`config.mk`:
```
export PLATFORM = sky130hd
export DESIGN_NAME = fws_top
export DESIGN_NICKNAME = d
export VERILOG_FILES = /design/src/fws_pkg.sv /design/src/fws_cyc_if.sv /design/src/fws_cycle.sv /design/src/fws_top.sv
export SDC_FILE = /design/constraint.sdc
export NUM_CORES = 1
export LEC_CHECK = 0
export BUFFER_PORTS_ARGS = -buffer_cell sky130_fd_sc_hd__buf_4
export CORE_MARGIN = 2
export CORE_UTILIZATION = 30
export CTS_CLUSTER_SIZE = 12
export DETAILED_ROUTE_END_ITERATION = 12
export HOLD_SLACK_MARGIN = 0.02
export PLACE_DENSITY_LB_ADDON = 0.1
export SKIP_CTS_REPAIR_TIMING = 1
export SLEW_MARGIN = 0
export SYNTH_ARGS = -nofsm -noshare
export SYNTH_HDL_FRONTEND = slang
export SYNTH_SLANG_ARGS = --single-unit
```
`constraint.sdc`:
```
create_clock -name mclk -period 2.13 [get_ports mclk]
set_input_delay 0.1065 -clock mclk [delete_from_list [all_inputs] [get_ports mclk]]
set_output_delay 0.1065 -clock mclk [all_outputs]
set_load 0.02 [all_outputs]
```
`src/fws_pkg.sv`:
```
// Constants shared by the flash status controller and its cycle engine
package fws_pkg;
  // Flash bus shape
  localparam int FL_AW = 20;
  localparam int FL_DW = 8;
  // Bus timing, in ns, and derived cycle counts at mclk
  localparam int CLK_NS   = 8;
  localparam int T_RC_NS  = 70;
  localparam int T_WP_NS  = 35;
  localparam int T_REC_NS = 20;
  localparam int SYNC_LAT = 2;
  localparam int RD_CYC   = (T_RC_NS + CLK_NS - 1) / CLK_NS + SYNC_LAT;
  localparam int WR_CYC   = (T_WP_NS + CLK_NS - 1) / CLK_NS;
  localparam int REC_CYC  = (T_REC_NS + CLK_NS - 1) / CLK_NS;
  localparam logic [4:0] RD_CNT  = 5'(RD_CYC - 1);
  localparam logic [4:0] WR_CNT  = 5'(WR_CYC - 1);
  localparam logic [4:0] REC_CNT = 5'(REC_CYC - 1);
  // Register offsets
  localparam logic [7:0] REG_CTRL   = 8'h00;
  localparam logic [7:0] REG_ADDR   = 8'h04;
  localparam logic [7:0] REG_WDATA  = 8'h08;
  localparam logic [7:0] REG_STATUS = 8'h0C;
  localparam logic [7:0] REG_ISTAT  = 8'h10;
  localparam logic [7:0] REG_IMASK  = 8'h14;
  // Operation codes in CTRL[2:0]
  localparam logic [2:0] OP_NONE = 3'h0;
  localparam logic [2:0] OP_PROG = 3'h1;
  localparam logic [2:0] OP_SEC  = 3'h2;
  localparam logic [2:0] OP_CHIP = 3'h3;
  localparam logic [2:0] OP_SUSP = 3'h4;
  localparam logic [2:0] OP_RST  = 3'h5;
  localparam logic [2:0] OP_ADD  = 3'h6;
  localparam logic [2:0] OP_POLL = 3'h7;
  // Flash commands
  localparam logic [FL_AW-1:0] UNLK_A1 = 20'h00555;
  localparam logic [FL_AW-1:0] UNLK_A2 = 20'h002AA;
  localparam logic [7:0] CMD_UNLK1 = 8'hAA;
  localparam logic [7:0] CMD_UNLK2 = 8'h55;
  localparam logic [7:0] CMD_PROG  = 8'hA0;
  localparam logic [7:0] CMD_ERASE = 8'h80;
  localparam logic [7:0] CMD_SEC   = 8'h30;
  localparam logic [7:0] CMD_CHIP  = 8'h10;
  localparam logic [7:0] CMD_SUSP  = 8'hB0;
  localparam logic [7:0] CMD_RESET = 8'hF0;
  // Status bit positions on the data bus
  localparam int DATA_POLLING_BIT    = 7;
  localparam int FIRST_TOGGLE_BIT    = 6;
  localparam int TIMING_EXCEEDED_BIT = 5;
  localparam int ERASE_WINDOW_BIT    = 3;
  localparam int SECOND_TOGGLE_BIT   = 2;
  // Interrupt status layout
  localparam int IRQ_DONE = 0;
  localparam int IRQ_FAIL = 1;
  localparam int IRQ_WIN  = 2;
  localparam int IRQ_REJ  = 3;
  localparam int IRQ_W    = 4;
  localparam logic [IRQ_W-1:0] IMASK_RST = 4'h0;
endpackage

```
`src/fws_cyc_if.sv`:
```
// Request and answer signals between sequencer and flash cycle engine
`timescale 1ns/100ps
`default_nettype none
interface fws_cyc_if;
  import fws_pkg::*;
  logic             req;
  logic             wr;
  logic [FL_AW-1:0] addr;
  logic [FL_DW-1:0] wdata;
  logic [FL_DW-1:0] rdata;
  logic             done;
  logic             idle;
  modport ctl (output req, wr, addr, wdata, input rdata, done, idle);
  modport eng (input req, wr, addr, wdata, output rdata, done, idle);
endinterface
`default_nettype wire

```
`src/fws_cycle.sv`:
```
// One asynchronous flash read or write cycle on the device pins
`timescale 1ns/100ps
`default_nettype none
module fws_cycle
  import fws_pkg::*;
(
  input  wire logic             mclk,
  input  wire logic             rst_n,
  fws_cyc_if.eng                cyc,
  output logic                  flash_ce_n,
  output logic                  flash_oe_n,
  output logic                  flash_we_n,
  output logic [fws_pkg::FL_AW-1:0] flash_addr,
  input  wire logic [fws_pkg::FL_DW-1:0] dq_in,
  output logic [fws_pkg::FL_DW-1:0] dq_out,
  output logic                  dq_oe
);
  import fws_pkg::*;

  typedef enum logic [2:0] {
    ENG_IDLE = 3'b001,
    ENG_ACT  = 3'b010,
    ENG_REC  = 3'b100
  } fws_eng_t;

  fws_eng_t         state_ff;
  logic [4:0]       cnt_ff;
  logic [FL_DW-1:0] dq_s1_ff;
  logic [FL_DW-1:0] dq_s2_ff;
  logic [FL_DW-1:0] rdata_ff;
  logic             done_ff;

  assign cyc.idle  = (state_ff == ENG_IDLE);
  assign cyc.rdata = rdata_ff;
  assign cyc.done  = done_ff;

  ////////////////////////////////////////////////////////////////////////////
  // Data pins pass two flops; the read window is stretched to cover them
  always_ff @(posedge mclk) begin
    dq_s1_ff <= dq_in;
    dq_s2_ff <= dq_s1_ff;
  end

  ////////////////////////////////////////////////////////////////////////////
  always_ff @(posedge mclk) begin
    if (!rst_n) begin
      state_ff   <= ENG_IDLE;
      cnt_ff     <= 5'h00;
      flash_ce_n <= 1'b1;
      flash_oe_n <= 1'b1;
      flash_we_n <= 1'b1;
      flash_addr <= '0;
      dq_out     <= '0;
      dq_oe      <= 1'b0;
      rdata_ff   <= '0;
      done_ff    <= 1'b0;
    end else begin
      done_ff <= 1'b0;
      case (state_ff)
        ENG_IDLE: begin
          if (cyc.req) begin
            flash_addr <= cyc.addr;
            dq_out     <= cyc.wdata;
            dq_oe      <= cyc.wr;
            flash_ce_n <= 1'b0;
            flash_oe_n <= cyc.wr;
            flash_we_n <= ~cyc.wr;
            cnt_ff     <= cyc.wr ? WR_CNT : RD_CNT;
            state_ff   <= ENG_ACT;
          end
        end
        ENG_ACT: begin
          if (cnt_ff == 5'h00) begin
            rdata_ff   <= dq_s2_ff;
            flash_ce_n <= 1'b1;
            flash_oe_n <= 1'b1;
            flash_we_n <= 1'b1;
            cnt_ff     <= REC_CNT;
            state_ff   <= ENG_REC;
          end else begin
            cnt_ff <= cnt_ff - 5'h01;
          end
        end
        ENG_REC: begin
          // Data stays driven through recovery to cover write hold time
          if (cnt_ff == 5'h00) begin
            dq_oe    <= 1'b0;
            done_ff  <= 1'b1;
            state_ff <= ENG_IDLE;
          end else begin
            cnt_ff <= cnt_ff - 5'h01;
          end
        end
        default: state_ff <= ENG_IDLE;
      endcase
    end
  end
endmodule
`default_nettype wire

```
`src/fws_top.sv`:
```
// Host controller that commands a parallel flash and tracks its status bits
//
// Local design decisions: the address map and strobed register access.
`timescale 1ns/100ps
`default_nettype none
module fws_top
  import fws_pkg::*;
(
  input  wire logic                      mclk,
  input  wire logic                      rst_n,
  input  wire logic [7:0]                reg_addr,
  input  wire logic [31:0]               reg_wdata,
  input  wire logic                      reg_wr,
  input  wire logic                      reg_rd,
  output logic [31:0]                    reg_rdata,
  output logic                           irq,
  output logic                           flash_ce_n,
  output logic                           flash_oe_n,
  output logic                           flash_we_n,
  output logic [fws_pkg::FL_AW-1:0]      flash_addr,
  input  wire logic [fws_pkg::FL_DW-1:0] dq_in,
  output logic [fws_pkg::FL_DW-1:0]      dq_out,
  output logic                           dq_oe,
  input  wire logic                      ready_busy_out
);
  import fws_pkg::*;

  typedef enum logic [8:0] {
    S_IDLE  = 9'b000000001,
    S_WR    = 9'b000000010,
    S_RD1   = 9'b000000100,
    S_RD2   = 9'b000001000,
    S_CHK   = 9'b000010000,
    S_WPRE  = 9'b000100000,
    S_WPOST = 9'b001000000,
    S_WIN   = 9'b010000000,
    S_RST   = 9'b100000000
  } fws_state_t;

  fws_cyc_if cyc ();

  fws_state_t       state_ff;
  logic [2:0]       op_ff;
  logic [2:0]       idx_ff;
  logic             issued_ff;
  logic             recheck_ff;
  logic [FL_AW-1:0] addr_ff;
  logic [FL_DW-1:0] wdata_ff;
  logic [FL_DW-1:0] st1_ff;
  logic [FL_DW-1:0] st2_ff;
  logic             win_ff;
  logic [IRQ_W-1:0] istat_ff;
  logic [IRQ_W-1:0] imask_ff;
  logic [IRQ_W-1:0] ev;
  logic             rb_s1_ff;
  logic             rb_s2_ff;
  logic             need_cyc;
  logic             tog1;
  logic             tog2;
  logic [FL_AW+FL_DW-1:0] ent;

  ////////////////////////////////////////////////////////////////////////////
  // Command sequence table
  function automatic logic [FL_AW+FL_DW-1:0] seq_ent(
    input logic [2:0]       op,
    input logic [2:0]       idx,
    input logic [FL_AW-1:0] a,
    input logic [FL_DW-1:0] d
  );
    logic [FL_AW+FL_DW-1:0] r;
    r = {a, CMD_RESET};
    case (op)
      OP_SUSP: r = {a, CMD_SUSP};
      OP_ADD:  r = {a, CMD_SEC};
      OP_RST:  r = {a, CMD_RESET};
      default: begin
        case (idx)
          3'h0:    r = {UNLK_A1, CMD_UNLK1};
          3'h1:    r = {UNLK_A2, CMD_UNLK2};
          3'h2:    r = {UNLK_A1, (op == OP_PROG) ? CMD_PROG : CMD_ERASE};
          3'h3:    r = (op == OP_PROG) ? {a, d} : {UNLK_A1, CMD_UNLK1};
          3'h4:    r = {UNLK_A2, CMD_UNLK2};
          default: r = (op == OP_CHIP) ? {UNLK_A1, CMD_CHIP} : {a, CMD_SEC};
        endcase
      end
    endcase
    return r;
  endfunction

  function automatic logic [2:0] seq_last(input logic [2:0] op);
    logic [2:0] r;
    r = 3'h0;
    if (op == OP_PROG)
      r = 3'h3;
    else if (op == OP_SEC || op == OP_CHIP)
      r = 3'h5;
    return r;
  endfunction

  ////////////////////////////////////////////////////////////////////////////
  // Cycle requests; every status read goes to the latched target address
  assign need_cyc = (state_ff != S_IDLE) && (state_ff != S_CHK);
  assign ent      = seq_ent(op_ff, idx_ff, addr_ff, wdata_ff);
  assign cyc.req  = need_cyc && !issued_ff && cyc.idle;
  assign cyc.wr   = (state_ff == S_WR) || (state_ff == S_RST);
  assign cyc.addr = (state_ff == S_WR) ? ent[FL_AW+FL_DW-1:FL_DW]
                                       : addr_ff;
  assign cyc.wdata = (state_ff == S_RST) ? CMD_RESET : ent[FL_DW-1:0];

  assign tog1 = st1_ff[FIRST_TOGGLE_BIT] ^ st2_ff[FIRST_TOGGLE_BIT];
  assign tog2 = st1_ff[SECOND_TOGGLE_BIT] ^ st2_ff[SECOND_TOGGLE_BIT];

  fws_cycle u_cycle (
    .mclk       (mclk),
    .rst_n      (rst_n),
    .cyc        (cyc.eng),
    .flash_ce_n (flash_ce_n),
    .flash_oe_n (flash_oe_n),
    .flash_we_n (flash_we_n),
    .flash_addr (flash_addr),
    .dq_in      (dq_in),
    .dq_out     (dq_out),
    .dq_oe      (dq_oe)
  );

  ////////////////////////////////////////////////////////////////////////////
  // Ready/busy pin is asynchronous to mclk
  always_ff @(posedge mclk) begin
    rb_s1_ff <= ready_busy_out;
    rb_s2_ff <= rb_s1_ff;
  end

  ////////////////////////////////////////////////////////////////////////////
  // Operation sequencer
  always_ff @(posedge mclk) begin
    if (!rst_n) begin
      state_ff   <= S_IDLE;
      op_ff      <= OP_NONE;
      idx_ff     <= 3'h0;
      issued_ff  <= 1'b0;
      recheck_ff <= 1'b0;
      st1_ff     <= '0;
      st2_ff     <= '0;
      win_ff     <= 1'b0;
      ev         <= '0;
    end else begin
      ev <= '0;
      if (cyc.req)
        issued_ff <= 1'b1;
      if (cyc.done)
        issued_ff <= 1'b0;
      case (state_ff)
        S_IDLE: begin
          if (reg_wr && reg_addr == REG_CTRL && reg_wdata[2:0] != OP_NONE) begin
            op_ff      <= reg_wdata[2:0];
            idx_ff     <= 3'h0;
            recheck_ff <= 1'b0;
            if (reg_wdata[2:0] == OP_POLL)
              state_ff <= S_RD1;
            else if (reg_wdata[2:0] == OP_ADD)
              state_ff <= S_WPRE;
            else
              state_ff <= S_WR;
          end
        end
        S_WR: begin
          if (cyc.done) begin
            if (idx_ff != seq_last(op_ff))
              idx_ff <= idx_ff + 3'h1;
            else if (op_ff == OP_RST) begin
              ev[IRQ_DONE] <= 1'b1;
              state_ff     <= S_IDLE;
            end else if (op_ff == OP_ADD)
              state_ff <= S_WPOST;
            else
              state_ff <= S_RD1;
          end
        end
        S_RD1: begin
          if (cyc.done) begin
            st1_ff   <= cyc.rdata;
            state_ff <= S_RD2;
          end
        end
        S_RD2: begin
          if (cyc.done) begin
            st2_ff   <= cyc.rdata;
            state_ff <= S_CHK;
          end
        end
        S_CHK: begin
          if (op_ff == OP_SEC) begin
            // Window bit only means something once acceptance is seen
            state_ff <= tog1 ? S_WIN : S_IDLE;
            ev[IRQ_DONE] <= !tog1;
          end else if (!tog1) begin
            ev[IRQ_DONE] <= 1'b1;
            state_ff     <= S_IDLE;
          end else if (recheck_ff) begin
            ev[IRQ_FAIL] <= 1'b1;
            state_ff     <= S_RST;
          end else begin
            // Toggle may stop just as the timing bit rises: read again
            recheck_ff <= st2_ff[TIMING_EXCEEDED_BIT];
            state_ff   <= S_RD1;
          end
        end
        S_WIN: begin
          if (cyc.done) begin
            win_ff        <= cyc.rdata[ERASE_WINDOW_BIT];
            ev[IRQ_WIN]   <= cyc.rdata[ERASE_WINDOW_BIT];
            ev[IRQ_DONE]  <= 1'b1;
            state_ff      <= S_IDLE;
          end
        end
        S_WPRE: begin
          if (cyc.done) begin
            win_ff <= cyc.rdata[ERASE_WINDOW_BIT];
            if (cyc.rdata[ERASE_WINDOW_BIT]) begin
              // Closed window would drop the command anyway
              ev[IRQ_REJ]  <= 1'b1;
              ev[IRQ_DONE] <= 1'b1;
              state_ff     <= S_IDLE;
            end else begin
              state_ff <= S_WR;
            end
          end
        end
        S_WPOST: begin
          if (cyc.done) begin
            win_ff       <= cyc.rdata[ERASE_WINDOW_BIT];
            ev[IRQ_REJ]  <= cyc.rdata[ERASE_WINDOW_BIT];
            ev[IRQ_DONE] <= 1'b1;
            state_ff     <= S_IDLE;
          end
        end
        S_RST: begin
          if (cyc.done) begin
            ev[IRQ_DONE] <= 1'b1;
            state_ff     <= S_IDLE;
          end
        end
        default: state_ff <= S_IDLE;
      endcase
    end
  end

  ////////////////////////////////////////////////////////////////////////////
  // Target address and program data
  always_ff @(posedge mclk) begin
    if (!rst_n) begin
      addr_ff  <= '0;
      wdata_ff <= '0;
    end else if (reg_wr) begin
      if (reg_addr == REG_ADDR)
        addr_ff <= reg_wdata[FL_AW-1:0];
      if (reg_addr == REG_WDATA)
        wdata_ff <= reg_wdata[FL_DW-1:0];
    end
  end

  ////////////////////////////////////////////////////////////////////////////
  // Sticky events; a new event wins over a write-one clear
  always_ff @(posedge mclk) begin
    if (!rst_n) begin
      istat_ff <= '0;
      imask_ff <= IMASK_RST;
    end else begin
      if (reg_wr && reg_addr == REG_ISTAT)
        istat_ff <= (istat_ff & ~reg_wdata[IRQ_W-1:0]) | ev;
      else
        istat_ff <= istat_ff | ev;
      if (reg_wr && reg_addr == REG_IMASK)
        imask_ff <= reg_wdata[IRQ_W-1:0];
    end
  end

  assign irq = |(istat_ff & imask_ff);

  ////////////////////////////////////////////////////////////////////////////
  // Read port, data one cycle after the strobe
  always_ff @(posedge mclk) begin
    if (!rst_n) begin
      reg_rdata <= 32'h00000000;
    end else if (reg_rd) begin
      case (reg_addr)
        REG_CTRL:   reg_rdata <= {29'h0, op_ff};
        REG_ADDR:   reg_rdata <= {12'h000, addr_ff};
        REG_WDATA:  reg_rdata <= {24'h000000, wdata_ff};
        // Decoded view of the last two status reads
        REG_STATUS: reg_rdata <= {8'h00, st1_ff, st2_ff,
                                  1'b0,
                                  st2_ff[DATA_POLLING_BIT] && !tog1 && tog2,
                                  !st2_ff[DATA_POLLING_BIT] && tog1 && tog2,
                                  tog2, tog1, win_ff, rb_s2_ff,
                                  state_ff != S_IDLE};
        REG_ISTAT:  reg_rdata <= {28'h0000000, istat_ff};
        REG_IMASK:  reg_rdata <= {28'h0000000, imask_ff};
        default:    reg_rdata <= 32'h00000000;
      endcase
    end
  end
endmodule
`default_nettype wire

```
==> run metrics, run 1 <==
status=completed; Largest delay share family, worst path=simple AND/OR/NAND/NOR gates; Seq cells post-synth=roughly 170; root buf cell=clkbuf_16; Vias/cell=4.82; power density cells=878 nW/µm²; DP Worst Slack=-3.39 ps; initial antenna violation count=0; Worst EP required=2490 ps; Setup-failing EPs final=0; Critical Path AT=2400 ps; all-layer global routing usage=0.174; cell area after synthesis=7130 µm²; max incr delay on CP=420 ps; vias in the first global route=5819; number of synthesized flops with an enable pin=0; Filler cells=2404; die area=25000 µm²; Hold WC Path Type=in -> reg; clock sinks=165; Mean Syn Cell Area=8.81 µm²; CP Max Fanout=5; critical path class=reg -> reg; Die Span Y=158 µm; Worst-Skew Late Latency=430 ps; clock skew=17.2 ps; share of cells above drive strength 1=0.242; r2r setup slk=between 80 and 90 ps; Static Leakage=0.00385 µW; Most used DFF post-synth=dfxtp_1; Initial DRC Count=336; hpwl dp=around 16000 µm; sequential share of the synthesized area=0.463; number of buffers created by CTS=17; die width=158 µm; TritonCTS clock tree=yes; peak supply drop=about 0.40 mV; Post-synth ARST share=0; Final Hold Slack=0.751 ps; antenna diode count=0; Via Count=between 6000 and 7000; Clock transition at path regs=70 ps; synth warn=0; Rows=56; final core occ=0.405; number of port buffers=97; Synth Instances=810; CORE AREA=23400 µm²; CP Capture Type=flop; Routed WL per cell=16.7 µm; post-route clock period utilization=0.961; Detail Route Antenna Nets=0; routability cong.=0.829; unrepaired setup endpoints after global routing=false; Max Clk Rate=488 MHz; largest net degree at the start of global routing=31; H-tree Lvls=4; CP Launch Type=flop; number of distinct library cells after synthesis=76; Max Transition Viols Final=0; drt drc=0; min Tclk post-route=2050 ps; max-cap viol count=0; total wire length=21500 µm; CP cell instances=nor4bb_4 > a31oi_2 > o311ai_4 > a22oi_4 > buf_4 > or4_4 > a21oi_2; most frequent cells in the layout=dfxtp_1 (162), buf_4 (151), nor2_1 (87); First-pass DRT Iterations=5; Fin. Hold Viols=0; buffer depth of the longest clock path=2; most common cell after layout, fill and taps aside=dfxtp_1; worst path bufs/invs=1; Layout area overhead=32.8%; worst setup margin=82.7 ps; Initial Util=0.305; I/O Pins=118; CP max-delay cell=or4_4; wire length of the first global-routing pass=roughly 33000 µm; total congestion overflow=0; NumNets Final=1017
## worst paths after layout
check               startpoint          end  cells after the start
setup / recovery      op_ff[1]  state_ff[6]                      7
hold / removal    reg_wdata[0]   addr_ff[0]                      3
setup reg to reg      op_ff[1]  state_ff[6]                      7
hold reg to reg       rb_s1_ff     rb_s2_ff                      0
## logic make-up (layout without fill, tap and decap cells)
logic type / after synthesis / after routing / synth area share
AOI/OAI and AO/OA: 195 / 195 / 0.183
xor gates and xnor gates: 8 / 8 / 0.00982
adders and majority gates: 6 / 6 / 0.0105
buffers and inverters: 93 / 247 / 0.0603
DFF: 165 / 165 / 0.463
muxes: 38 / 38 / 0.0537
other: 1 / 8 / 0.000526
and+or+nand+nor: 304 / 304 / 0.219
## worst min-delay path: stages
cell	delay [ps]
buf_4	150
nand2_1	60
a21oi_1	50
## state kept, by name (all words and copies together) (netlist names), 4 cells and up
signal              cells
st1_ff                  8
u_cycle.flash_addr     20
istat_ff                4
u_cycle.dq_out          8
state_ff                9
u_cycle.dq_s2_ff        8
addr_ff                20
ev                      4
imask_ff                4
u_cycle.cyc.rdata       8
wdata_ff                8
u_cycle.dq_s1_ff        8
reg_rdata              24
u_cycle.cnt_ff          5
st2_ff                  8
## Yosys cell counts (5+ instances only)
cell type	instances	area share
inv_1	31	0.016
a22o_1	11	0.014
nand4_1	6	0.0053
ha_1	6	0.011
dfxtp_1	165	0.46
mux2i_1	36	0.051
a221o_1	5	0.0070
nor2b_1	5	0.0044
o21ai_0	30	0.021
a22oi_1	19	0.020
nand3b_1	7	0.0074
a21oi_1	64	0.045
a211oi_1	5	0.0053
buf_4	9	0.0095
nand2b_1	13	0.011
clkbuf_1	36	0.019
o22ai_1	19	0.017
a31oi_1	7	0.0061
nor4_1	6	0.0053
buf_2	11	0.0077
nand3_1	28	0.020
nor2_1	87	0.046
and3_1	5	0.0044
nand2_1	80	0.042
nor3_1	12	0.0084
and2_1	20	0.018
## power breakdown
part / internal, µW / leakage (µW) / switching, µW
Sequential: 3230 / 0.00134 / 136
Clock: 1730 / 0.000301 / 1480
Combinational: 739 / 0.00221 / 995
Total: 5700 / 0.00385 / 2610
## per-stage QoR
stage	cell area (µm²)	cells	setup TNS, ps	power (µW)
after floorplan	7160	817	0	4430
after global placement	8480	1229	0	5060
after detailed placement	8480	1229	-5.46	5060
after CTS	9100	1261	-144	8290
final	9470	1290	0	8320
after global routing	9470	1290	0	8720
## cell type report
cell class | instances | area, µm² | area share
sequential | 165 | 3310 | 0.349
timing repair buffer | 184 | 1510 | 0.160
inverter | 31 | 116 | 0.0123
tap | 319 | 399 | 0.0421
multi-input combinational | 559 | 3520 | 0.371
clock inverter | 14 | 180 | 0.0190
clock buffer | 18 | 439 | 0.0464
## metal layers
layer  global-route usage  share of wire
met2                0.278           0.46
met5                    0              0
met3               0.0282          0.030
met4               0.0438         0.0072
met1                0.245           0.50
Power figures use the tool's default switching activity.
==> run 2: changes to the inputs <==
--- a/config.mk
+++ b/config.mk
@@ -8,6 +8,7 @@
 export BUFFER_PORTS_ARGS = -buffer_cell sky130_fd_sc_hd__buf_4
 export CORE_MARGIN = 2
 export CORE_UTILIZATION = 30
+export CTS_BUF_LIST = sky130_fd_sc_hd__clkbuf_8
 export CTS_CLUSTER_SIZE = 12
 export DETAILED_ROUTE_END_ITERATION = 12
 export HOLD_SLACK_MARGIN = 0.02
==> run 2 against run 1 <==
Critical path depth stayed put; design area is 1.8% lower; clock power is 25% lower; clock skew is 1.1 ps higher; sequential share of layout area is 0.69 points higher; hold slack better by 89 ps; final cell count is 0.16% higher; non-clock buffer count is 2 higher; largest cell class unchanged; highest routed layer unchanged.
==> run metrics, run 2 (synthesis results as in run 1) <==
routability cong.=0.829 (unchanged); hpwl dp=15500 µm (unchanged); CP Max Fanout=6 (was 5); total congestion overflow=0 (unchanged); power density cells=809 nW/µm² (was 878 nW/µm²); total power=7530 µW (was 8320 µW); Die Span Y=158 µm (unchanged); Detail Route Antenna Nets=0 (unchanged); NumNets Final=1019 (was 1017); root buf cell=clkbuf_8 (was clkbuf_16); CP Capture Type=flop (unchanged); Vias/cell=4.81 (was 4.82); DP Worst Slack=-3.39 ps (unchanged); critical path class=reg -> reg (unchanged); Post-Place Cells=1229 (unchanged); Critical Path AT=2440 ps (was 2400 ps); largest net degree at the start of global routing=31 (unchanged); peak supply drop=0.357 mV (was 0.402 mV); die width=158 µm (unchanged); Initial DRC Count=364 (was 336); Rows=56 (unchanged); Setup-failing EPs final=0 (unchanged); Worst-Skew Late Latency=470 ps (was 430 ps); vias in the first global route=5783 (was 5819); share of cells above drive strength 1=0.243 (was 0.242); Fin. Hold Viols=0 (unchanged); most common cell after layout, fill and taps aside=dfxtp_1 (unchanged); worst path bufs/invs=1 (unchanged); clock skew=18.3 ps (was 17.2 ps); all-layer global routing usage=0.174 (about the same); CP max-delay cell=or3_1 (was or4_4); Layout area overhead=30.4% (was 32.8%); GRT met1 Usage=0.246 (was 0.245); Clock transition at path regs=100 ps (was 70 ps); final core occ=0.398 (was 0.405); antenna diode count=0 (unchanged); met3 Track Usage GR=0.0298 (was 0.0282); Largest Register=reg_rdata (unchanged); Via Count=6218 (was 6215); total wire length=21500 µm (about the same); Routed WL per cell=16.6 µm (was 16.7 µm); Max Transition Viols Final=0 (unchanged); clock sinks=165 (unchanged); gr busiest metal=met2 (unchanged); drt drc=0 (unchanged); number of port buffers=97 (unchanged); worst setup margin=80.3 ps (was 82.7 ps); met2 usage=0.275 (was 0.278); Worst EP required=2520 ps (was 2490 ps); I/O Pins=118 (unchanged); max FFs per register=24 (unchanged); CP Launch Type=flop (unchanged); post-route clock period utilization=0.962 (was 0.961); max incr delay on CP=410 ps (was 420 ps); wire length of the first global-routing pass=33100 µm (was 33300 µm); CORE AREA=23400 µm² (unchanged); Hold WC Path Type=in -> reg (unchanged); Largest regs=reg_rdata (24), addr_ff (20), u_cycle.flash_addr (20) (unchanged); Largest delay share family, worst path=simple AND/OR/NAND/NOR gates (unchanged); Initial Util=0.305 (unchanged); buffer depth of the longest clock path=2 (unchanged); Max Clk Rate=488 MHz (about the same); Non-Filler Instances=1292 (was 1290); status=completed (unchanged); initial antenna violation count=0 (unchanged); die area=25000 µm² (unchanged); Static Leakage=0.00378 µW (was 0.00385 µW); r2r setup slk=80 ps (about the same); min Tclk post-route=2050 ps (about the same); max-cap viol count=0 (unchanged); H-tree Lvls=4 (unchanged); CP cell instances=or3_1 > o21bai_1 > o311ai_4 > a22oi_4 > buf_4 > or4_4 > a21oi_1 (was nor4bb_4 > a31oi_2 > o311ai_4 > a22oi_4 > buf_4 > or4_4 > a21oi_2); TritonCTS clock tree=yes (unchanged); number of buffers created by CTS=17 (unchanged); First-pass DRT Iterations=7 (was 5); most frequent cells in the layout=dfxtp_1 (160), buf_4 (151), nor2_1 (87) (was dfxtp_1 (162), buf_4 (151), nor2_1 (87))
==> run 2: report_power, final <==
| group | internal, µW | switching, µW |
|---|---|---|
| logic | 737 | 998 |
| clock network | 1040 | 1380 |
| registers | 3230 | 136 |
| total | 5010 | 2520 |
==> run 2: worst register-to-register path: cells and delay by family (launching register included) <==
| kind | cells | cell delay, ps |
|---|---|---|
| simple gates | 2 | 820 |
| compound gates | 4 | 630 |
| flops | 1 | 360 |
| buf+inv | 1 | 170 |
==> run 2: path summary, 6_finish.rpt <==
kind | startpoint | to | depth (start not counted)
max | idx_ff[0] | state_ff[6] | 7
max reg2reg | idx_ff[0] | state_ff[6] | 7
min reg2reg | rb_s1_ff | rb_s2_ff | 0
min | reg_rd | reg_rdata[22] | 3
==> run 2: cell type report <==
cell class / count / area, µm²
tap: 319 / 399
fill: 2413 / 14100
inverter: 31 / 116
timing repair buffer: 186 / 1530
sequential: 165 / 3310
multi-input combinational: 559 / 3510
clock buffer: 18 / 248
clock inverter: 14 / 180
==> run 2: metal layers <==
metal | share of wire | routed length [µm]
met1 | 0.50 | 10700
met4 | 0.011 | 227
met5 | 0 | 0
met2 | 0.46 | 9800
met3 | 0.033 | 709
==> run 2: metrics by stage <==
step	hold WS (ps)	instance area, µm²	TNS, ps
6_report	90.2	9300	0
5_1_grt	71.8	9300	-37.7
4_1_cts	-297	8900	-207
3_5_place_dp	212	8480	-5.46
3_3_place_gp	212	8480	0
2_1_floorplan	134	7160	0
